**config.mk**
```make
export PLATFORM = sky130hd
export DESIGN_NAME = btc_transfer_controller
export DESIGN_NICKNAME = d
export VERILOG_FILES = /design/src/verilog/btc_pkg.sv /design/src/verilog/btc_trig_if.sv /design/src/verilog/btc_trigger.sv /design/src/verilog/btc_transfer_controller.sv
export SDC_FILE = /design/constraint.sdc
export NUM_CORES = 1
export LEC_CHECK = 0
export BUFFER_PORTS_ARGS = -buffer_cell sky130_fd_sc_hd__buf_2
export CAP_MARGIN = 5
export CORE_ASPECT_RATIO = 0.75
export CORE_UTILIZATION = 25
export CTS_BUF_LIST = sky130_fd_sc_hd__clkbuf_2 sky130_fd_sc_hd__clkbuf_4 sky130_fd_sc_hd__clkbuf_8
export DETAILED_ROUTE_END_ITERATION = 16
export SYNTH_ARGS = -nofsm -noshare
export SYNTH_HDL_FRONTEND = slang
export SYNTH_SLANG_ARGS = --single-unit
```
**constraint.sdc**
```tcl
create_clock -name aclk -period 3.4 [get_ports aclk]
set_input_delay 0.34 -clock aclk [delete_from_list [all_inputs] [get_ports aclk]]
set_output_delay 0.34 -clock aclk [all_outputs]
set_load 0.005 [all_outputs]
```
**src/verilog/btc_pkg.sv**
```systemverilog
// Shared constants and types of the block transfer controller.
// Assumes a 24-bit system address space and a 32-bit memory data path.
package btc_pkg;

	// ****************************************
	// Register information in system memory
	// ****************************************
	localparam logic [23:0] BTC_INFO_BASE   = 24'hfff800;
	localparam logic [23:0] BTC_INFO_STRIDE = 24'h000010;

	// ****************************************
	// Bus register offsets
	// ****************************************
	localparam logic [7:0] BTC_OFS_CTRL    = 8'h00;
	localparam logic [7:0] BTC_OFS_ENABLE  = 8'h04;
	localparam logic [7:0] BTC_OFS_SWREQ   = 8'h08;
	localparam logic [7:0] BTC_OFS_STATUS  = 8'h0c;
	localparam logic [7:0] BTC_OFS_INT_CLR = 8'h10;
	localparam logic [7:0] BTC_OFS_INT_EN  = 8'h14;
	localparam logic [7:0] BTC_OFS_STATE   = 8'h18;

	// ****************************************
	// Fields and reset values
	// ****************************************
	localparam int         BTC_CTRL_STOP = 0;
	localparam logic       BTC_STOP_RST  = 1'b1;
	localparam int         BTC_SW_GO     = 7;
	localparam int         BTC_ST_END    = 0;
	localparam int         BTC_ST_BLK    = 1;
	localparam logic [1:0] BTC_STATUS_RST = 2'h0;
	localparam logic [1:0] BTC_INTEN_RST  = 2'h0;

	// Mode A: source mode, destination mode, transfer mode, side, size
	localparam int BTC_MA_SM  = 6;
	localparam int BTC_MA_DM  = 4;
	localparam int BTC_MA_MD  = 2;
	localparam int BTC_MA_DTS = 1;
	localparam int BTC_MA_SZ  = 0;
	// Mode B: interrupt after every transfer when set
	localparam int BTC_MB_DISEL = 6;

	localparam logic [1:0] BTC_MD_BLOCK = 2'b10;
	localparam logic [1:0] BTC_AM_INC   = 2'b10;
	localparam logic [1:0] BTC_AM_DEC   = 2'b11;

	localparam logic [1:0] BTC_SZ_BYTE = 2'b00;
	localparam logic [1:0] BTC_SZ_WORD = 2'b01;
	localparam logic [1:0] BTC_SZ_LONG = 2'b10;

	localparam logic [1:0] BTC_RESP_OKAY   = 2'b00;
	localparam logic [1:0] BTC_RESP_DECERR = 2'b11;

	typedef enum logic [2:0] {
		BTC_S_IDLE  = 3'b000,
		BTC_S_FETCH = 3'b001,
		BTC_S_READ  = 3'b010,
		BTC_S_WRITE = 3'b011,
		BTC_S_BACK  = 3'b100
	} btc_state_t;

endpackage : btc_pkg

```
**src/verilog/btc_trig_if.sv**
```systemverilog
// Request path between the edge detector and the sequencer.
// Assumes both ends run on the same clock.
interface btc_trig_if #(
	parameter int N_SRC = 8
) ();
	localparam int IW = $clog2(N_SRC);

	logic [N_SRC-1:0] en;
	logic [N_SRC-1:0] pend;
	logic             take;
	logic [IW-1:0]    take_idx;

	modport ctl (output en, output take, output take_idx, input pend);
	modport det (input en, input take, input take_idx, output pend);
endinterface : btc_trig_if

```
**src/verilog/btc_trigger.sv**
```systemverilog
// Falling-edge detector with per-source pending flags.
// Assumes request inputs are synchronous and idle high.
module btc_trigger
	import btc_pkg::*;
#(
	parameter int N_SRC = 8
) (
	// Clock and reset
	input  wire logic             aclk,
	input  wire logic             aresetn,
	// Request pins
	input  wire logic [N_SRC-1:0] ext_req,
	// Sequencer side
	btc_trig_if.det               tif
);

	typedef struct packed {
		logic [N_SRC-1:0] prev;
		logic [N_SRC-1:0] pend;
	} btc_trig_t;

	btc_trig_t s_r;
	btc_trig_t s_nxt;

	always_comb begin
		s_nxt = s_r;
		s_nxt.prev = ext_req;
		for (int i = 0; i < N_SRC; i++) begin
			// A new edge in the taking cycle stays pending
			if (tif.take && (int'(tif.take_idx) == i)) begin
				s_nxt.pend[i] = 1'b0;
			end
			if (s_r.prev[i] && !ext_req[i] && tif.en[i]) begin
				s_nxt.pend[i] = 1'b1;
			end
		end
	end

	always_ff @(posedge aclk) begin
		if (!aresetn) begin
			s_r.prev <= '1;
			s_r.pend <= '0;
		end else begin
			s_r <= s_nxt;
		end
	end

	assign tif.pend = s_r.pend;

endmodule : btc_trigger

```
**src/verilog/btc_transfer_controller.sv**
```systemverilog
// Block transfer controller: sequencer, register file and bus slave.
// Assumes a memory port that acks each request with one-cycle mem_ack.
//
// Local design decisions: the register addresses and the AXI4-Lite interface to the registers.
module btc_transfer_controller
	import btc_pkg::*;
#(
	parameter int N_SRC = 8
) (
	// Clock and reset
	input  wire logic             aclk,
	input  wire logic             aresetn,
	// Request pins
	input  wire logic [N_SRC-1:0] ext_req,
	// Register bus, AXI4-Lite
	input  wire logic [7:0]       s_axi_awaddr,
	input  wire logic             s_axi_awvalid,
	output      logic             s_axi_awready,
	input  wire logic [31:0]      s_axi_wdata,
	input  wire logic [3:0]       s_axi_wstrb,
	input  wire logic             s_axi_wvalid,
	output      logic             s_axi_wready,
	output      logic [1:0]       s_axi_bresp,
	output      logic             s_axi_bvalid,
	input  wire logic             s_axi_bready,
	input  wire logic [7:0]       s_axi_araddr,
	input  wire logic             s_axi_arvalid,
	output      logic             s_axi_arready,
	output      logic [31:0]      s_axi_rdata,
	output      logic [1:0]       s_axi_rresp,
	output      logic             s_axi_rvalid,
	input  wire logic             s_axi_rready,
	// System memory port
	output      logic             mem_req,
	output      logic             mem_we,
	output      logic [1:0]       mem_size,
	output      logic [23:0]      mem_addr,
	output      logic [31:0]      mem_wdata,
	input  wire logic [31:0]      mem_rdata,
	input  wire logic             mem_ack,
	// Interrupt
	output      logic             irq
);

	localparam int IW = $clog2(N_SRC);

	// ****************************************
	// State
	// ****************************************
	typedef struct packed {
		btc_state_t       st;
		logic [1:0]       wcnt;
		logic [IW-1:0]    idx;
		logic             from_sw;
		logic [7:0]       transfer_mode_a;
		logic [7:0]       transfer_mode_b;
		logic [23:0]      source_pointer;
		logic [23:0]      destination_pointer;
		logic [23:0]      blk_start;
		logic [15:0]      unit_count;
		logic [15:0]      block_count;
		logic [15:0]      data;
		logic             fin;
		logic             cpu_irq;
		logic             mem_req;
		logic             mem_we;
		logic [1:0]       mem_size;
		logic [23:0]      mem_addr;
		logic [31:0]      mem_wdata;
		logic             stop;
		logic [N_SRC-1:0] en;
		logic             sw_pend;
		logic [IW-1:0]    sw_idx;
		logic [1:0]       status;
		logic [1:0]       inten;
		logic             irq;
		logic             take;
		logic [IW-1:0]    take_idx;
		logic             awready;
		logic             wready;
		logic             aw_got;
		logic             w_got;
		logic [7:0]       awaddr;
		logic [31:0]      wdata;
		logic [3:0]       wstrb;
		logic             bvalid;
		logic [1:0]       bresp;
		logic             arready;
		logic             rvalid;
		logic [31:0]      rdata;
		logic [1:0]       rresp;
	} btc_main_t;

	btc_main_t s_r;
	btc_main_t s_nxt;

	btc_trig_if #(.N_SRC(N_SRC)) tif ();

	btc_trigger #(.N_SRC(N_SRC)) u_trigger (
		.aclk    (aclk),
		.aresetn (aresetn),
		.ext_req (ext_req),
		.tif     (tif.det)
	);

	assign tif.en       = s_r.en;
	assign tif.take     = s_r.take;
	assign tif.take_idx = s_r.take_idx;

	// ****************************************
	// Helpers
	// ****************************************
	function automatic logic [31:0] wmerge(input logic [31:0] old,
		input logic [31:0] nw, input logic [3:0] strb);
		logic [31:0] r;
		r = old;
		for (int i = 0; i < 4; i++) begin
			if (strb[i]) begin
				r[8*i +: 8] = nw[8*i +: 8];
			end
		end
		return r;
	endfunction : wmerge

	function automatic logic [23:0] step_addr(input logic [23:0] a,
		input logic [1:0] am, input logic word);
		logic [23:0] d;
		d = word ? 24'h000002 : 24'h000001;
		case (am)
			BTC_AM_INC: step_addr = a + d;
			BTC_AM_DEC: step_addr = a - d;
			default:    step_addr = a;
		endcase
	endfunction : step_addr

	function automatic logic [23:0] info_addr(input logic [IW-1:0] i,
		input logic [1:0] w);
		info_addr = 24'(BTC_INFO_BASE + 24'(i) * BTC_INFO_STRIDE
			+ {20'h00000, w, 2'b00});
	endfunction : info_addr

	function automatic logic [32:0] reg_read(input logic [7:0] a,
		input btc_main_t s);
		// Top bit flags a decoded address
		case (a)
			BTC_OFS_CTRL:    reg_read = {1'b1, 31'h0, s.stop};
			BTC_OFS_ENABLE:  reg_read = {1'b1, 32'(s.en)};
			BTC_OFS_SWREQ:   reg_read = {1'b1, 24'h0, s.sw_pend,
				7'(s.sw_idx)};
			BTC_OFS_STATUS:  reg_read = {1'b1, 30'h0, s.status};
			BTC_OFS_INT_CLR: reg_read = {1'b1, 32'h0};
			BTC_OFS_INT_EN:  reg_read = {1'b1, 30'h0, s.inten};
			BTC_OFS_STATE:   reg_read = {1'b1, 16'h0, 8'(s.idx),
				4'h0, s.from_sw, s.st};
			default:         reg_read = {1'b0, 32'h0};
		endcase
	endfunction : reg_read

	// ****************************************
	// Next state
	// ****************************************
	always_comb begin
		logic [1:0]  sset;
		logic        word;
		logic [32:0] rd;
		logic [31:0] wv;
		logic        found;
		logic [IW-1:0] pick;
		sset  = 2'h0;
		word  = 1'b0;
		rd    = 33'h0;
		wv    = 32'h0;
		found = 1'b0;
		pick  = '0;
		s_nxt = s_r;
		s_nxt.take = 1'b0;
		word = s_r.transfer_mode_a[BTC_MA_SZ];

		for (int i = N_SRC - 1; i >= 0; i--) begin
			if (tif.pend[i] && s_r.en[i]) begin
				found = 1'b1;
				pick  = IW'(i);
			end
		end

		// Sequencer; each access drops req for a cycle after its ack
		case (s_r.st)
			BTC_S_IDLE: begin
				if (!s_r.stop) begin
					if (found && !s_r.take) begin
						s_nxt.idx      = pick;
						s_nxt.from_sw  = 1'b0;
						s_nxt.take     = 1'b1;
						s_nxt.take_idx = pick;
						s_nxt.wcnt     = 2'd0;
						s_nxt.st       = BTC_S_FETCH;
					end else if (s_r.sw_pend) begin
						s_nxt.idx     = s_r.sw_idx;
						s_nxt.from_sw = 1'b1;
						s_nxt.sw_pend = 1'b0;
						s_nxt.wcnt    = 2'd0;
						s_nxt.st      = BTC_S_FETCH;
					end
				end
			end
			BTC_S_FETCH: begin
				if (!s_r.mem_req) begin
					s_nxt.mem_req  = 1'b1;
					s_nxt.mem_we   = 1'b0;
					s_nxt.mem_size = BTC_SZ_LONG;
					s_nxt.mem_addr = info_addr(s_r.idx, s_r.wcnt);
				end else if (mem_ack) begin
					s_nxt.mem_req = 1'b0;
					case (s_r.wcnt)
						2'd0: begin
							s_nxt.transfer_mode_a = mem_rdata[31:24];
							s_nxt.source_pointer = mem_rdata[23:0];
						end
						2'd1: begin
							s_nxt.transfer_mode_b = mem_rdata[31:24];
							s_nxt.destination_pointer = mem_rdata[23:0];
						end
						default: begin
							s_nxt.unit_count = mem_rdata[31:16];
							s_nxt.block_count = mem_rdata[15:0];
						end
					endcase
					if (s_r.wcnt == 2'd2) begin
						s_nxt.wcnt = 2'd0;
						s_nxt.blk_start = s_r.transfer_mode_a[BTC_MA_DTS] ?
							s_r.source_pointer : s_r.destination_pointer;
						s_nxt.st = BTC_S_READ;
					end else begin
						s_nxt.wcnt = s_r.wcnt + 2'd1;
					end
				end
			end
			BTC_S_READ: begin
				if (!s_r.mem_req) begin
					s_nxt.mem_req  = 1'b1;
					s_nxt.mem_we   = 1'b0;
					s_nxt.mem_size = word ? BTC_SZ_WORD : BTC_SZ_BYTE;
					s_nxt.mem_addr = s_r.source_pointer;
				end else if (mem_ack) begin
					s_nxt.mem_req = 1'b0;
					s_nxt.data = word ? mem_rdata[15:0] :
						{8'h00, mem_rdata[7:0]};
					s_nxt.st = BTC_S_WRITE;
				end
			end
			BTC_S_WRITE: begin
				if (!s_r.mem_req) begin
					s_nxt.mem_req   = 1'b1;
					s_nxt.mem_we    = 1'b1;
					s_nxt.mem_size  = word ? BTC_SZ_WORD : BTC_SZ_BYTE;
					s_nxt.mem_addr  = s_r.destination_pointer;
					s_nxt.mem_wdata = {16'h0000, s_r.data};
				end else if (mem_ack) begin
					s_nxt.mem_req = 1'b0;
					s_nxt.source_pointer = step_addr(s_r.source_pointer,
						s_r.transfer_mode_a[BTC_MA_SM +: 2], word);
					s_nxt.destination_pointer = step_addr(s_r.destination_pointer,
						s_r.transfer_mode_a[BTC_MA_DM +: 2], word);
					if (s_r.transfer_mode_a[BTC_MA_MD +: 2] == BTC_MD_BLOCK) begin
						if (s_r.unit_count[7:0] == 8'h01) begin
							s_nxt.unit_count[7:0] = s_r.unit_count[15:8];
							if (s_r.transfer_mode_a[BTC_MA_DTS]) begin
								s_nxt.source_pointer = s_r.blk_start;
							end else begin
								s_nxt.destination_pointer = s_r.blk_start;
							end
							s_nxt.block_count = s_r.block_count - 16'h0001;
							sset[BTC_ST_BLK] = 1'b1;
							s_nxt.fin = (s_r.block_count == 16'h0001);
							s_nxt.st  = BTC_S_BACK;
						end else begin
							s_nxt.unit_count[7:0] = s_r.unit_count[7:0] - 8'h01;
							s_nxt.st = BTC_S_READ;
						end
					end else begin
						// Normal mode: one unit per activation
						s_nxt.unit_count = s_r.unit_count - 16'h0001;
						s_nxt.fin = (s_r.unit_count == 16'h0001);
						s_nxt.st  = BTC_S_BACK;
					end
				end
			end
			BTC_S_BACK: begin
				// Write back so the next activation resumes in place
				if (!s_r.mem_req) begin
					s_nxt.mem_req  = 1'b1;
					s_nxt.mem_we   = 1'b1;
					s_nxt.mem_size = BTC_SZ_LONG;
					s_nxt.mem_addr = info_addr(s_r.idx, s_r.wcnt);
					case (s_r.wcnt)
						2'd0:    s_nxt.mem_wdata = {s_r.transfer_mode_a, s_r.source_pointer};
						2'd1:    s_nxt.mem_wdata = {s_r.transfer_mode_b, s_r.destination_pointer};
						default: s_nxt.mem_wdata = {s_r.unit_count, s_r.block_count};
					endcase
					s_nxt.cpu_irq = s_r.fin
						|| s_r.transfer_mode_b[BTC_MB_DISEL];
				end else if (mem_ack) begin
					s_nxt.mem_req = 1'b0;
					if (s_r.wcnt == 2'd2) begin
						s_nxt.wcnt = 2'd0;
						s_nxt.st   = BTC_S_IDLE;
						s_nxt.fin  = 1'b0;
						if (s_r.fin && !s_r.from_sw) begin
							s_nxt.en[s_r.idx] = 1'b0;
						end
						if (s_r.cpu_irq) begin
							sset[BTC_ST_END] = 1'b1;
						end
					end else begin
						s_nxt.wcnt = s_r.wcnt + 2'd1;
					end
				end
			end
			default: begin
				s_nxt.st      = BTC_S_IDLE;
				s_nxt.mem_req = 1'b0;
			end
		endcase

		// ****************************************
		// Bus slave: write path
		// ****************************************
		if (s_r.bvalid && s_axi_bready) begin
			s_nxt.bvalid = 1'b0;
		end
		if (s_axi_awvalid && s_r.awready) begin
			s_nxt.aw_got = 1'b1;
			s_nxt.awaddr = s_axi_awaddr;
		end
		if (s_axi_wvalid && s_r.wready) begin
			s_nxt.w_got = 1'b1;
			s_nxt.wdata = s_axi_wdata;
			s_nxt.wstrb = s_axi_wstrb;
		end
		if (s_r.aw_got && s_r.w_got && !s_r.bvalid) begin
			s_nxt.aw_got = 1'b0;
			s_nxt.w_got  = 1'b0;
			s_nxt.bvalid = 1'b1;
			rd = reg_read(s_r.awaddr, s_r);
			wv = wmerge(rd[31:0], s_r.wdata, s_r.wstrb);
			s_nxt.bresp = rd[32] ? BTC_RESP_OKAY : BTC_RESP_DECERR;
			case (s_r.awaddr)
				BTC_OFS_CTRL:   s_nxt.stop = wv[BTC_CTRL_STOP];
				BTC_OFS_ENABLE: s_nxt.en = wv[N_SRC-1:0];
				BTC_OFS_SWREQ: begin
					if (wv[BTC_SW_GO]) begin
						s_nxt.sw_pend = 1'b1;
						s_nxt.sw_idx  = wv[IW-1:0];
					end
				end
				BTC_OFS_INT_CLR: s_nxt.status = s_r.status & ~wv[1:0];
				BTC_OFS_INT_EN:  s_nxt.inten = wv[1:0];
				default: ;
			endcase
		end
		// Hardware set wins over a clear in the same cycle
		s_nxt.status = s_nxt.status | sset;
		s_nxt.awready = !s_nxt.aw_got && !s_nxt.bvalid;
		s_nxt.wready  = !s_nxt.w_got && !s_nxt.bvalid;

		// ****************************************
		// Bus slave: read path
		// ****************************************
		if (s_r.rvalid && s_axi_rready) begin
			s_nxt.rvalid = 1'b0;
		end
		if (s_axi_arvalid && s_r.arready) begin
			rd = reg_read(s_axi_araddr, s_r);
			s_nxt.rvalid = 1'b1;
			s_nxt.rdata  = rd[31:0];
			s_nxt.rresp  = rd[32] ? BTC_RESP_OKAY : BTC_RESP_DECERR;
		end
		s_nxt.arready = !s_nxt.rvalid;

		s_nxt.irq = |(s_nxt.status & s_nxt.inten);
	end

	always_ff @(posedge aclk) begin
		if (!aresetn) begin
			s_r         <= '0;
			s_r.st      <= BTC_S_IDLE;
			s_r.stop    <= BTC_STOP_RST;
			s_r.status  <= BTC_STATUS_RST;
			s_r.inten   <= BTC_INTEN_RST;
			s_r.bresp   <= BTC_RESP_OKAY;
			s_r.rresp   <= BTC_RESP_OKAY;
		end else begin
			s_r <= s_nxt;
		end
	end

	// ****************************************
	// Outputs
	// ****************************************
	assign s_axi_awready = s_r.awready;
	assign s_axi_wready  = s_r.wready;
	assign s_axi_bresp   = s_r.bresp;
	assign s_axi_bvalid  = s_r.bvalid;
	assign s_axi_arready = s_r.arready;
	assign s_axi_rdata   = s_r.rdata;
	assign s_axi_rresp   = s_r.rresp;
	assign s_axi_rvalid  = s_r.rvalid;
	assign mem_req       = s_r.mem_req;
	assign mem_we        = s_r.mem_we;
	assign mem_size      = s_r.mem_size;
	assign mem_addr      = s_r.mem_addr;
	assign mem_wdata     = s_r.mem_wdata;
	assign irq           = s_r.irq;

endmodule : btc_transfer_controller

```
# Yosys cells after proc, flatten, opt, wreduce, memory -nomap -nowiden
# Cells that the tools add are included.
dict set report totals {
  regBits 305
  in_bits 100
  elab_cells 369
}
dict set report classes {
  addsub 10
  magnitude_cmp 2
  eq_ne 57
  n_mux 137
  n_bitwise 10
  n_reduce_logical 101
}
# cell count
set op_table {}
lappend op_table {{33-bit case mux with 7 select lines} 2}
lappend op_table {{104-bit 2-to-1 mux} 2}
lappend op_table {{48-bit 2-to-1 mux} 4}
lappend op_table {{32-bit case mux with 2 select lines} 3}
lappend op_table {{24-bit 2-to-1 mux} 6}
lappend op_table {{59-bit 2-to-1 mux} 2}
lappend op_table {{27-bit case mux with 4 select lines} 1}
lappend op_table {{32-bit 2-to-1 mux} 3}
lappend op_table {{24-bit case mux with 2 select lines} 2}
lappend op_table {{48-bit case mux with 2 select lines} 1}
lappend op_table {{8-bit 2-to-1 mux} 11}
lappend op_table {{33-bit 2-to-1 mux} 2}
lappend op_table {{16-bit 2-to-1 mux} 4}
lappend op_table {{27-bit 2-to-1 mux} 2}
lappend op_table {{1-bit 2-to-1 mux} 52}
lappend op_table {{3-bit 2-to-1 mux} 17}
lappend op_table {{8-bit by 5-bit == test with 1-bit output, second input constant} 6}
lappend op_table {{1-bit logical AND} 44}
lappend op_table {{2-bit != test, second input constant} 19}
lappend op_table {{35-bit 2-to-1 mux} 1}
lappend op_table {{16-bit by 1-bit == test with 1-bit output, second input constant} 2}
lappend op_table {{8-bit by 4-bit == test with 1-bit output, second input constant} 4}
lappend op_table {{16-bit by 1-bit subtractor with 16-bit output, second input constant} 2}
lappend op_table {{9-bit 2-to-1 mux} 3}
lappend op_table {{other kinds (51)} 122}

# Logic depth before layout (Yosys ltp)
# Gate-level depths: netlist (run 1).
dict set report logic_depth {
  ltp_word 19
  depth_mapped 14
  depth_no_buf 11
}

# By module
# Synthesis (run 1) repeated with hierarchy kept, for this count alone.
dict set report unflattened {
  hier_cells 2232
  hier_area_um2 16856.2
}
# module instances cells_each area_each_um2
set by_module_without_submodules {}
lappend by_module_without_submodules {btc_transfer_controller 1 2167 16175.5}
lappend by_module_without_submodules {btc_trigger 1 65 680.7}

# Worst setup path after synthesis (run 1)
# Ideal clock, no wire load.
dict set report synth_timing {
  path_kind {register to register}
  startpoint {register s_r[305] in the netlist's numbering}
  endpoint {register s_r[284] in the netlist's numbering}
  setup_ns 0.119
  arrival_time_ns 2.963
  required_time_ns 3.281
  setup_slack_ns 0.319
  path_stages_with_launch 13
  path_buffers 2
  period_less_slack_ns 3.081
  cell_sequence {dfxtp_1 -> nand2_1 -> clkbuf_1 -> clkbuf_1 -> nor2_1 -> ha_1 -> nor2b_1 -> o2111ai_1 -> or4_1 -> nor3_1 -> a41oi_1 -> a2bb2oi_1 -> o221a_1}
}
dict set report synth_between {
  elab_chain_len 8
  word_cells_on_any_way 9
}
# element line_no
set synth_lines {}
lappend synth_lines {{from (decl)} btc_transfer_controller.sv:94} ;# btc_main_t s_r;
lappend synth_lines {{from (signal assigned)} btc_transfer_controller.sv:393} ;# s_r <= s_nxt;
lappend synth_lines {{2-bit == test} btc_transfer_controller.sv:129} ;# case (am)
lappend synth_lines {{24-bit case mux with 2 select lines (*)} btc_transfer_controller.sv:129}
lappend synth_lines {{24-bit 2-to-1 mux} btc_transfer_controller.sv:267} ;# if (s_r.transfer_mode_a[BTC_MA_DTS]) begin
lappend synth_lines {{48-bit 2-to-1 mux} btc_transfer_controller.sv:265} ;# if (s_r.unit_count[7:0] == 8'h01) begin
lappend synth_lines {{48-bit 2-to-1 mux (*)} btc_transfer_controller.sv:264} ;# if (s_r.transfer_mode_a[BTC_MA_MD +: 2] == BTC_MD_BLOCK) begin
lappend synth_lines {{48-bit 2-to-1 mux (*)} btc_transfer_controller.sv:258} ;# end else if (mem_ack) begin
lappend synth_lines {{48-bit 2-to-1 mux (*)} btc_transfer_controller.sv:252} ;# if (!s_r.mem_req) begin
lappend synth_lines {{48-bit case mux with 2 select lines (*)} btc_transfer_controller.sv:187} ;# case (s_r.st)
# Every way passes the cells marked *; elsewhere a longest branch is shown, timed or not. The select of a mux whose other input is x is not followed.
# A chain may end at the register's enable or synchronous reset.

# Worst setup path in the final report (run 1)
dict set report layout_timing {
  startpoint {register s_r[299] in the netlist's numbering}
  endpoint {register s_r[286] in the netlist's numbering}
}
dict set report layout_between {
  elab_chain_len 9
  word_cells_on_any_way 10
}
# element line_no
set layout_lines {}
lappend layout_lines {{2-bit 2-to-1 mux (*)} btc_transfer_controller.sv:128} ;# d = word ? 24'h000002 : 24'h000001;
lappend layout_lines {{24-bit subtractor or 24-bit adder (tied branches)} {btc_transfer_controller.sv:131, btc_transfer_controller.sv:130}}
lappend layout_lines {{24-bit case mux with 2 select lines (*)} btc_transfer_controller.sv:129}
lappend layout_lines {{24-bit 2-to-1 mux} btc_transfer_controller.sv:267}
lappend layout_lines {{48-bit 2-to-1 mux} btc_transfer_controller.sv:265}
lappend layout_lines {{48-bit 2-to-1 mux (*)} btc_transfer_controller.sv:264}
lappend layout_lines {{48-bit 2-to-1 mux (*)} btc_transfer_controller.sv:258}
lappend layout_lines {{48-bit 2-to-1 mux (*)} btc_transfer_controller.sv:252}
lappend layout_lines {{48-bit case mux with 2 select lines (*)} btc_transfer_controller.sv:187}
# Marked as above.

==> results of run 1 <==
## stage by stage
step | setup WS (ns) | util | area (sq um) | total power, W
after floorplan | 0.319 | - | 17500 | 0.00357
after global placement | 0.502 | 0.270 | 18500 | 0.00367
after detailed placement | 0.432 | 0.270 | 18500 | 0.00367
after CTS | 0.412 | 0.290 | 19900 | 0.00704
after global routing | 0.138 | 0.290 | 19900 | 0.00724
final | 0.358 | 0.290 | 19900 | 0.00698
## state kept, by name, summed over array words and instances, names as in the netlist, 2 cells and up
name                cells
mem_wdata              32
u_trigger.s_r           8
s_axi_rdata            11
tif.take_idx            3
mem_addr               24
tif.en                  8
u_trigger.tif.pend      8
s_r                   175
mem_size                2
## cells by family (layout without fill, tap and decap cells)
logic type,after synthesis,after routing,synth area share
other,1,22,0.000215
AO/OA/AOI/OAI,667,667,0.247
flip-flops,282,282,0.324
XOR/XNOR,20,20,0.0101
multiplexers,120,120,0.0698
buffers and inverters,328,374,0.0931
AND/OR/NAND/NOR,887,887,0.248
adder cells (fa/ha/maj),10,10,0.00805
## Yosys cell counts, types with 15 or more instances
cell                       number
sky130_fd_sc_hd__inv_1         24
sky130_fd_sc_hd__nor2_1       224
sky130_fd_sc_hd__nor2b_1       17
sky130_fd_sc_hd__buf_2         21
sky130_fd_sc_hd__nand3b_1      15
sky130_fd_sc_hd__nand3_1       55
sky130_fd_sc_hd__a22oi_1       43
sky130_fd_sc_hd__or4_1         19
sky130_fd_sc_hd__o211ai_1      54
sky130_fd_sc_hd__nor3_1        65
sky130_fd_sc_hd__o21ai_1       41
sky130_fd_sc_hd__a211oi_1      35
sky130_fd_sc_hd__o21ai_0      119
sky130_fd_sc_hd__buf_4         95
sky130_fd_sc_hd__nand2b_1      30
sky130_fd_sc_hd__and2_1        20
sky130_fd_sc_hd__nand4_1       26
sky130_fd_sc_hd__mux2i_1      112
sky130_fd_sc_hd__or3_1         23
sky130_fd_sc_hd__a311oi_1      19
sky130_fd_sc_hd__clkbuf_1     173
sky130_fd_sc_hd__nor4_1        26
sky130_fd_sc_hd__a31oi_1       43
sky130_fd_sc_hd__nand2_1      301
sky130_fd_sc_hd__a21oi_1      178
sky130_fd_sc_hd__dfxtp_1      282
## layout make-up
class	count	area (sq um)
well taps	935	1170
flip-flops and latches	282	5650
clock inverters	13	133
repair buffers	269	1740
multi-input cells	1725	10300
inverters	25	98.8
fillers	7486	48700
diodes	1	2.50
clock buffers	67	866
## power by group through the flow
stage / logic, W / clock network [W] / registers (W)
3_5_place_dp: 0.000249 / 0 / 0.00342
3_3_place_gp: 0.000249 / 0 / 0.00342
4_1_cts: 0.000283 / 0.00341 / 0.00335
6_report: 0.000285 / 0.00335 / 0.00335
2_1_floorplan: 0.000159 / 0 / 0.00341
5_1_grt: 0.000310 / 0.00357 / 0.00335
## placed cells by master, fill, tap and decap left out, types with 16 or more instances in the layout
| master | count |
|---|---|
| sky130_fd_sc_hd__nor2_1 | 222 |
| sky130_fd_sc_hd__dlygate4sd3_1 | 37 |
| sky130_fd_sc_hd__a311oi_1 | 19 |
| sky130_fd_sc_hd__nor4_1 | 26 |
| sky130_fd_sc_hd__nor3_1 | 62 |
| sky130_fd_sc_hd__and2_1 | 20 |
| sky130_fd_sc_hd__o21ai_0 | 119 |
| sky130_fd_sc_hd__o21ai_1 | 41 |
| sky130_fd_sc_hd__a31oi_1 | 43 |
| sky130_fd_sc_hd__buf_4 | 78 |
| sky130_fd_sc_hd__clkbuf_8 | 58 |
| sky130_fd_sc_hd__buf_2 | 153 |
| sky130_fd_sc_hd__or4_1 | 19 |
| sky130_fd_sc_hd__nand4_1 | 26 |
| sky130_fd_sc_hd__nand2_1 | 301 |
| sky130_fd_sc_hd__dfxtp_1 | 278 |
| sky130_fd_sc_hd__nor2b_1 | 16 |
| sky130_fd_sc_hd__mux2i_1 | 112 |
| sky130_fd_sc_hd__a22oi_1 | 43 |
| sky130_fd_sc_hd__a21oi_1 | 177 |
| sky130_fd_sc_hd__o211ai_1 | 54 |
| sky130_fd_sc_hd__nand2b_1 | 30 |
| sky130_fd_sc_hd__nand3_1 | 55 |
| sky130_fd_sc_hd__a211oi_1 | 35 |
| sky130_fd_sc_hd__conb_1 | 21 |
| sky130_fd_sc_hd__inv_1 | 24 |
| sky130_fd_sc_hd__or3_1 | 23 |
## worst paths after layout
| check | from | endpoint | slack [ns] | cells past startpoint |
|---|---|---|---|---|
| setup / recovery | s_r[299] | s_r[286] | 0.36 | 9 |
| hold / removal | mem_rdata[4] | s_r[175] | 0.03 | 3 |
| setup reg to reg | s_r[299] | s_r[286] | 0.36 | 9 |
| hold reg to reg | mem_size[0] | mem_size[0] | 0.45 | 2 |
## routing by layer
metal  up-vias  track usage  wire, um
met1      8420        0.263     30300
met4         0       0.0350      1000
met2       828        0.251     26700
li1       8359            -         -
met3        91       0.0536      7570
met5         -            0         0
## tightest hold or removal path: stages
cell	delay [ns]
sky130_fd_sc_hd__buf_2	0.13
sky130_fd_sc_hd__nand2_1	0.06
sky130_fd_sc_hd__a21oi_1	0.05
==> run summary, run 1 <==
The number of pins with negative max-slew slack in the final report is 0. Across the VDD grid, the largest voltage drop is 213 uV. The clock-pin slew on the worst setup and hold paths is 0.07 ns. Yosys attributes the largest share of cell area to sky130_fd_sc_hd__dfxtp_1, sky130_fd_sc_hd__nand2_1, sky130_fd_sc_hd__mux2i_1.

The max-slew headroom at the worst pin is 0.314. For this design, the slowest cell found on the critical path is sky130_fd_sc_hd__dfxtp_1. The cell taking the most area after synthesis is sky130_fd_sc_hd__dfxtp_1. The number of endpoints failing setup at the final stage is 0. Setup repair after global routing left no endpoint under its margin.

The via count of the first global-routing pass came out at 15638. The net switching component of the power is 0.00175 W. The H-tree generated during clock tree synthesis spans 2 levels.

The width of the die is 307 um. The I/O pin count came out at 202. The wire length per cell came out at 19.8 um. The overall die height is 231 um.

Once layout is complete, the cells apart from fillers number 3317. The overall track demand over capacity in global routing is 0.178. The site row count came out at 83.

Summed over all nets, the half-perimeter wirelength after detailed placement is 46.9 mm. For this block, the initial DRC count from the detailed router was 2039. The worst hold path belongs to the class primary input to flop. The flow ran to the end, and the final reports show no timing, DRC or antenna violations. The critical-path maximum fanout came out at 7.

The final layout contains routed wiring with a total length of 65.6 mm. The number of antenna violations at the first check in global routing came to 3. Yosys mapped a number of flops with a built-in enable equal to 0.

The average footprint of a synthesized cell is 7.52 sq um. The area growth from synthesis to layout is 14.4%. Clock tree synthesis selected as its root buffer the cell sky130_fd_sc_hd__clkbuf_8.

The proportion of register bits with asynchronous set or reset after synthesis came out at 0. The final hold violation count is 0. The maximum cell stage delay along the critical path is 0.58 ns. The part of the total power dissipated in the clock network is 0.479. STA puts the critical path data required time at 3.95 ns. The register bit total from synthesis is 282.

The mapped netlist covers 0.0174 sq mm. The synthesis warning total is 0. The clock tree from TritonCTS is done.

The max-cap check violation count is 0. The post-synthesis instance total came out at 2315. The routed via count came out at 17698. The insertion delay of the later-clocked pin in the worst-skew pair is 0.65 ns. The TritonCTS buffer count is 48. The number of design rule violations left after detail routing is 0. The share of power burned in combinational logic came out at 0.041. The weighted congestion reported at the end of routability-driven placement came out at 0.970. The wire length of the first global-routing pass came out at 98.4 mm. The design internal power came out at 0.00523 W. The post-CTS setup repair buffer count came out at 0. The fraction of layout instances using a drive strength above 1 is 0.152.

For the pin with the worst max-slew slack, the measured transition is 1.03 ns. The power per standard cell area is 351 mW/mm^2. STA classifies the critical path endpoint as a flop. Final hold analysis gives a worst-case slack of 0.0303 ns.

The clock period could shrink to 3.04 ns. The combined buffer and inverter count along the critical path came out at 0. The register area share after synthesis came out at 0.324.

The area of the die came out at 0.0707 sq mm. The final worst-path cycle share came out at 0.895. The number of cells upsized or downsized after cts is 0.

The count of buffers from port buffering came out at 153. The share of power burned in registers came out at 0.480. The leakage power figure is 6.82 nW. In this run the remaining antenna-violating nets after routing total 0. Between clock sinks in the finished design, the worst skew comes to 0.0647 ns.

The cell type group with the largest total delay on the critical path is compound AO/OA/AOI/OAI gates. The global-route congestion overflow total is 0. The number of placed instances, taps included, is 3199.

The fmax came out at 329 MHz. Yosys mapped the design onto 96 distinct sky130hd cell types. The worst setup path is launched from a flop.

The maximum number of pins on one net before global-route repair came out at 85. In this run, post-CTS hold repair placed 37 buffers. The core region is 0.0686 sq mm. The most numerous cell type found on the critical path is sky130_fd_sc_hd__a31oi_1. The total clock sinks is 282. The dominant synthesized flop cell is sky130_fd_sc_hd__dfxtp_1. Traced cell by cell, the critical path runs through nor2_1 -> ha_1 -> nor2b_1 -> o21ai_1 -> a221oi_2 -> nor3_1 -> a31oi_1 -> a31oi_1 -> o221a_1. The setup TNS came out at 0 ns.

The arrival time reported for the critical path endpoint came out at 3.59 ns. The net count of the finished layout is 2461. The initial core utilization is 0.254. The critical path in this run is classified as flop to flop. The length of the first detailed-routing pass in iterations is 8. The number of buffers on the longest clock path came out at 3. The ratio of routed vias to standard cells is 5.34. The fraction of post-synthesis cell area in the top cell type by area came out at 0.324. Of the total power, the share spent switching nets is 0.251.
Note: power is estimated with default switching activity, not from simulation.
==> inputs of run 2 (changes only) <==
clock period = 2.7 ns   (was 3.4 ns; I/O delays follow)
==> run 2 against run 1 <==
  * First-iteration DRC count is 5.9% higher
  * Setup slack worse by 0.31 ns
  * Global-route usage is 0.79 points higher
  * Final cell count is 3.2% higher
  * Clock power is 26% higher
  * Worst hold slack worse by 0.010 ns
==> run summary, run 2 (synthesis gave the netlist of run 1 again) <==
The wire length per cell is 20.0 um (was 19.8 um). The net count of the finished layout came to 2563 (was 2461). The overall track demand over capacity in global routing is 0.186 (was 0.178). The length of the first detailed-routing pass in iterations is 6 (was 8).

The cell count of the worst hold path came to 3 (unchanged). The count of inserted antenna diode cells came out at 0 (was 1). The number of buffers on the longest clock path was 3 (unchanged).

The total number of H-tree levels came out at 2 (unchanged). The TritonCTS buffer count is 47 (was 48). The post-detailed-route count of antenna-violating nets was 0 (unchanged). The initial core utilization is 0.254 (unchanged).

The count of buffers from port buffering came to 153 (unchanged). The layout overhead on the synthesized area is 20.3% (was 14.4%). The wire length after detailed routing is 68.4 mm (was 65.6 mm). The worst-margin pin slew came out at 0.895 ns (was 1.03 ns). The max-cap check violation count came out at 0 (unchanged). The final worst-path cycle share came to 0.982 (was 0.895). The overall die height is 231 um (unchanged). The number of endpoints failing setup at the final stage came to 0 (unchanged). The slack of the critical path was 0.0483 ns (was 0.358 ns). The end of the worst register-to-register path is s_r[266] (was s_r[286]). The weighted congestion reported at the end of routability-driven placement is 0.968 (was 0.970). The final design instance area without fill is 0.0210 sq mm (was 0.0199 sq mm). The required arrival time at the worst endpoint came out at 3.21 ns (was 3.95 ns).

The cell area reported after detailed placement is 0.0193 sq mm (was 0.0185 sq mm). The setup slack of the most critical reg-to-reg path is 0.05 ns (was 0.36 ns). The fraction of layout instances using a drive strength above 1 came out at 0.194 (was 0.152). The max-slew headroom at the worst pin was 0.404 (was 0.314). The time the worst path needs with I/O delays and setup is 2.65 ns (was 3.04 ns). The flip-flop count of the largest register, all copies and words added came out at 175 (unchanged).

The worst min-delay path class is primary input to flop (unchanged). The most common cell after layout, fill and taps aside is sky130_fd_sc_hd__nand2_1 (unchanged). The beginning of the worst hold path is mem_rdata[10] (was mem_rdata[4]). The leakage power figure came out at 7.40 nW (was 6.82 nW). The width of the die was 307 um (unchanged). The master cell of the clock root buffer is sky130_fd_sc_hd__clkbuf_8 (unchanged).

The area of the die is 0.0707 sq mm (unchanged). The wire length of the first global-routing pass is 102 mm (was 98.4 mm). The final hold slack came to 0.0203 ns (was 0.0303 ns). The final hold violation count is 0 (unchanged).

Setup repair after global routing missed its margin: yes (was no). The startpoint of the worst register-to-register path is s_r[250] (was s_r[299]). The startpoint-to-endpoint class of the critical path is flop to flop (unchanged).

The kind of end point of the critical path is a flop (unchanged). The number of cells traversed by the worst register-to-register path came out at 7 (was 9). Commonest non-fill, non-tap cells in the layout: sky130_fd_sc_hd__nand2_1, sky130_fd_sc_hd__dfxtp_1, sky130_fd_sc_hd__nor2_1 (unchanged). The area inside the core boundary came out at 0.0686 sq mm (unchanged). The maximum number of pins on one net before global-route repair came out at 92 (was 85). The insertion delay of the later-clocked pin in the worst-skew pair is 0.62 ns (was 0.65 ns).

The critical-path maximum fanout is 3 (was 7). The global-route congestion overflow total came to 0 (unchanged). The fmax came out at 377 MHz (was 329 MHz). The ratio of routed vias to standard cells is 5.36 (was 5.34). The I/O pin count was 202 (unchanged). The layout filler cell count came out at 7410 (was 7486). The arrival time reported for the critical path endpoint came out at 3.17 ns (was 3.59 ns).

The final setup skew came to 0.0303 ns (was 0.0647 ns). The site row count is 83 (unchanged). The setup slack at placement came out at -0.0131 ns (was 0.432 ns). The DRC marker count from the first detailed-route iteration is 2160 (was 2039). The register ranked first by flip-flop count was s_r (unchanged). The worst setup path startpoint was s_r[250] (was s_r[299]). The maximum ir drop on the vdd rail is 234 uV (was 213 uV). The clock tree from TritonCTS is done (unchanged). The number of pins with negative max-slew slack in the final report is 0 (unchanged). The launching element type of the critical path is a flop (unchanged). The total clock sinks came out at 282 (unchanged). The worst hold path endpoint is s_r[181] (was s_r[175]). The routed via count came out at 18355 (was 17698). The clock-pin slew on the worst setup and hold paths came out at 0.07 ns (about the same). The final core utilization came out at 0.305 (was 0.290).

Result of the run: finished, final reports clean (unchanged). The power per standard cell area came out at 422 mW/mm^2 (was 351 mW/mm^2). The number of design rule violations left after detail routing is 0 (unchanged). The HPWL after detailed placement was 50.2 mm (was 46.9 mm). The number of antenna violations at the first check in global routing is 1 (was 3). The via count of the first global-routing pass is 16268 (was 15638).
## run 2: where the power goes
| part | switching, W | internal [W] | total, W |
|---|---|---|---|
| registers | 0.0000229 | 0.00419 | 0.00421 |
| clock network | 0.00193 | 0.00231 | 0.00423 |
| logic | 0.000242 | 0.000156 | 0.000398 |
| total | 0.00219 | 0.00666 | 0.00885 |
## run 2: layout make-up
class | instances | area, sq um | area share
well taps | 935 | 1170 | 0.0558
inverters | 25 | 98.8 | 0.00472
multi-input cells | 1725 | 10400 | 0.496
clock inverters | 13 | 96.3 | 0.00460
repair buffers | 372 | 2620 | 0.125
clock buffers | 71 | 933 | 0.0445
flip-flops and latches | 282 | 5650 | 0.270
## run 2: routing by layer
metal	wire, um	GRT usage
met1	31700	0.281
met2	27100	0.255
met3	8180	0.0526
met4	1230	0.0375
met5	89	0.00889
## run 2: timing repair
item	4_1_cts	5_1_grt
buffers inserted	0	2
hold buffers	48	0
hold endpoints to repair	63	0
endpoints found under the setup margin	2	26
resized for setup	2	23
pin swaps	0	3
## run 2: how the worst max path moves through the flow
| stage | slack, ns | to | depth (start not counted) |
|---|---|---|---|
| final | 0.05 | s_r[266] | 7 |
| after global routing | -0.002 | s_r[264] | 11 |
| after CTS | 0.03 | s_r[287] | 9 |
| after detailed placement | -0.01 | s_r[265] | 11 |
| after global placement | 0.05 | s_r[265] | 11 |
| after floorplan | -0.003 | s_r[266] | 13 |
## run 2: per-stage QoR
step	total power, W	setup TNS [ns]	instances
global placement	0.00464	0	3289
detailed placement	0.00465	-0.0131	3289
finish	0.00885	0	3423
CTS	0.00890	0	3421
global route	0.00914	-0.00187	3423
floorplan	0.00450	-0.00322	2335
## run 2: worst max-delay path, stage by stage, from the launching register on
cell and delay (ns):
sky130_fd_sc_hd__dfxtp_1 0.32, sky130_fd_sc_hd__or3_1 0.44, sky130_fd_sc_hd__or4_1 0.56, sky130_fd_sc_hd__o41ai_4 0.42, sky130_fd_sc_hd__and2b_1 0.21, sky130_fd_sc_hd__mux2i_1 0.27, sky130_fd_sc_hd__a31oi_1 0.12, sky130_fd_sc_hd__o221a_1 0.23
==> inputs of run 3 (changes only) <==
REMOVE_ABC_BUFFERS = 1   (was unset)
==> run 3 against run 2 <==
  * Sequential share of layout area decreased by 0.35 points
  * Sequential power about the same
  * Routed wire length decreased by 1.4%
  * Non-clock buffer count increased by 17
  * Power increased by 7.2%
  * Critical endpoint unchanged
  * Cell area increased by 1.3%
  * Combinational power about the same
  * Largest power group unchanged
  * Clock skew increased by 0.028 ns
==> run summary, run 3 (synthesis gave the netlist of run 1 again) <==
The site row count is 83 (unchanged). The HPWL after detailed placement came to 49.4 mm (was 50.2 mm). The number of buffers on the longest clock path came to 3 (unchanged). The fmax came out at 382 MHz (was 377 MHz).

The overall track demand over capacity in global routing is 0.185 (was 0.186). The leakage power figure came to 7.56 nW (was 7.40 nW). The flip-flop count of the largest register, all copies and words added came to 175 (unchanged). The number of design rule violations left after detail routing came out at 0 (unchanged). The startpoint-to-endpoint class of the critical path was flop to flop (unchanged). The worst-margin pin slew came out at 0.705 ns (was 0.895 ns). The most common cell after layout, fill and taps aside is sky130_fd_sc_hd__nand2_1 (unchanged). The wire length of the first global-routing pass is 103 mm (was 102 mm). The area of the die is 0.0707 sq mm (unchanged). The clock tree from TritonCTS is done (unchanged).

The TritonCTS buffer count came to 52 (was 47). The net count of the finished layout came out at 2585 (was 2563). The total clock sinks is 282 (unchanged).

The maximum ir drop on the vdd rail came out at 316 uV (was 234 uV). The switching power share of the total is 0.242 (was 0.248). The time the worst path needs with I/O delays and setup is 2.62 ns (was 2.65 ns). The weighted congestion reported at the end of routability-driven placement came out at 0.932 (was 0.968). The post-detailed-route count of antenna-violating nets is 0 (unchanged). The insertion delay of the later-clocked pin in the worst-skew pair came out at 0.68 ns (was 0.62 ns). The maximum cell stage delay along the critical path is 0.44 ns (was 0.56 ns). The net switching component of the power is 0.00229 W (was 0.00219 W).

The wire length after detailed routing came out at 67.5 mm (was 68.4 mm). Critical path, cell by cell: inv_1 -> ha_2 -> nand2b_1 -> a21o_1 -> a2111oi_2 -> buf_4 -> and2b_1 -> mux2i_2 -> a31oi_1 -> o221a_1 (was or3_1 -> or4_1 -> o41ai_4 -> and2b_1 -> mux2i_1 -> a31oi_1 -> o221a_1). The overall die height was 231 um (unchanged).

The final hold violation count is 0 (unchanged). The width of the die came out at 307 um (unchanged). The wire length per cell came out at 19.5 um (was 20.0 um).

The clock-pin slew on the worst setup and hold paths came out at 0.06 ns (was 0.07 ns). The maximum number of pins on one net before global-route repair was 58 (was 92). The number of antenna violations at the first check in global routing is 1 (unchanged). The final setup skew came to 0.0588 ns (was 0.0303 ns). The design internal power came out at 0.00719 W (was 0.00666 W).

The global-route congestion overflow total is 0 (unchanged). The layout overhead on the synthesized area is 21.9% (was 20.3%). The required arrival time at the worst endpoint is 3.25 ns (was 3.21 ns). The number of pins with negative max-slew slack in the final report came out at 0 (unchanged).

The critical-path maximum fanout came out at 5 (was 3). The share of power burned in combinational logic is 0.042 (was 0.045). The via count of the first global-routing pass came out at 16645 (was 16268). The area inside the core boundary is 0.0686 sq mm (unchanged). The register ranked first by flip-flop count is s_r (unchanged). The setup TNS came to 0 ns (unchanged). The part of the total power dissipated in the clock network is 0.514 (was 0.479).

The kind of end point of the critical path is a flop (unchanged). The launching element type of the critical path was a flop (unchanged). The final worst-path cycle share is 0.969 (was 0.982). Result of the run: finished, final reports clean (unchanged).

The routed via count is 18177 (was 18355). The number of endpoints failing setup at the final stage is 0 (unchanged). The total number of H-tree levels was 2 (unchanged). The arrival time reported for the critical path endpoint came out at 3.16 ns (was 3.17 ns). The master cell of the clock root buffer is sky130_fd_sc_hd__clkbuf_8 (unchanged). The final hold slack is 0.0767 ns (was 0.0203 ns). The max-slew headroom at the worst pin came out at 0.530 (was 0.404). The ratio of routed vias to standard cells is 5.27 (was 5.36). Commonest non-fill, non-tap cells in the layout: sky130_fd_sc_hd__nand2_1, sky130_fd_sc_hd__dfxtp_1, sky130_fd_sc_hd__nor2_1 (unchanged). The share of power burned in registers came out at 0.445 (was 0.476).

Setup repair after global routing missed its margin: yes (unchanged). The power per standard cell area is 447 mW/mm^2 (was 422 mW/mm^2). The max-cap check violation count was 0 (unchanged). The initial core utilization came out at 0.254 (unchanged). The I/O pin count came to 202 (unchanged). The DRC marker count from the first detailed-route iteration is 2321 (was 2160).

The cell with the biggest individual delay on the critical path was sky130_fd_sc_hd__dfxtp_2 (was sky130_fd_sc_hd__or4_1). The worst min-delay path class is primary input to flop (unchanged). The count of buffers from port buffering is 153 (unchanged). The length of the first detailed-routing pass in iterations came out at 6 (unchanged). The fraction of layout instances using a drive strength above 1 is 0.198 (was 0.194).
run 3: cell types whose count changed in the layout (fill, tap and decap cells not counted), moves of 3 or more:
cell,change
sky130_fd_sc_hd__bufinv_16,+3
sky130_fd_sc_hd__clkbuf_4,+4
sky130_fd_sc_hd__buf_4,+12
sky130_fd_sc_hd__dlygate4sd3_1,+7
sky130_fd_sc_hd__clkinv_2,-5
sky130_fd_sc_hd__clkbuf_8,+5
run 3: worst paths after layout:
check                start  endpoint  slack (ns)  depth (start not counted)
max               s_r[299]  s_r[266]        0.08                         10
min          s_axi_awvalid   s_r[80]        0.08                          4
max reg2reg       s_r[299]  s_r[266]        0.08                         10
min reg2reg        s_r[80]   s_r[80]        0.45                          2
run 3: metal layers:
layer | part of all wire | track usage
met1 | 0.46 | 0.269
met3 | 0.098 | 0.0421
met5 | 0 | 0
met4 | 0.027 | 0.0563
met2 | 0.42 | 0.267
run 3: power groups by stage:
| stage | Clock, W | Combinational, W | Sequential [W] |
|---|---|---|---|
| after floorplan | 0 | 0.000135 | 0.00431 |
| after global placement | 0 | 0.000328 | 0.00431 |
| after detailed placement | 0 | 0.000331 | 0.00431 |
| after CTS | 0.00496 | 0.000394 | 0.00422 |
| after global routing | 0.00514 | 0.000430 | 0.00422 |
| final | 0.00487 | 0.000395 | 0.00422 |
run 3: metrics by stage:
step	area [sq um]	std cells	power (W)	utilization	setup slack, ns
floorplan	16000	2032	0.00444	-	-2.28
global placement	19300	3297	0.00463	0.282	0.00112
detailed placement	19300	3297	0.00464	0.282	-0.0445
CTS	21100	3446	0.00957	0.308	0.00266
global route	21200	3451	0.00979	0.309	0.00120
finish	21200	3451	0.00948	0.309	0.0844
run 3: final cells by class:
class                   instances  area (sq um)
fillers                      7438         47400
inverters                      25          98.8
clock inverters                14           198
repair buffers                389          2740
diodes                          1          2.50
clock buffers                  80          1030
well taps                     935          1170
multi-input cells            1725         10300
flip-flops and latches        282          5650
run 3: repair_timing:
item                       CTS  global route
hold endpoints to repair    81             0
setup buffers                0             4
hold buffers                55             0
pin swaps                    0             3
resized for setup            2            19
setup endpoints to repair    3            22
run 3: worst max-delay path: cells and delay by family (launching register included):
| family | cells | cell delay [ns] |
|---|---|---|
| adders and majority gates | 1 | 0.24 |
| and+or+nand+nor | 2 | 0.38 |
| AOI/OAI and AO/OA | 4 | 0.97 |
| muxes | 1 | 0.22 |
| DFF | 1 | 0.44 |
| buffers and inverters | 2 | 0.27 |
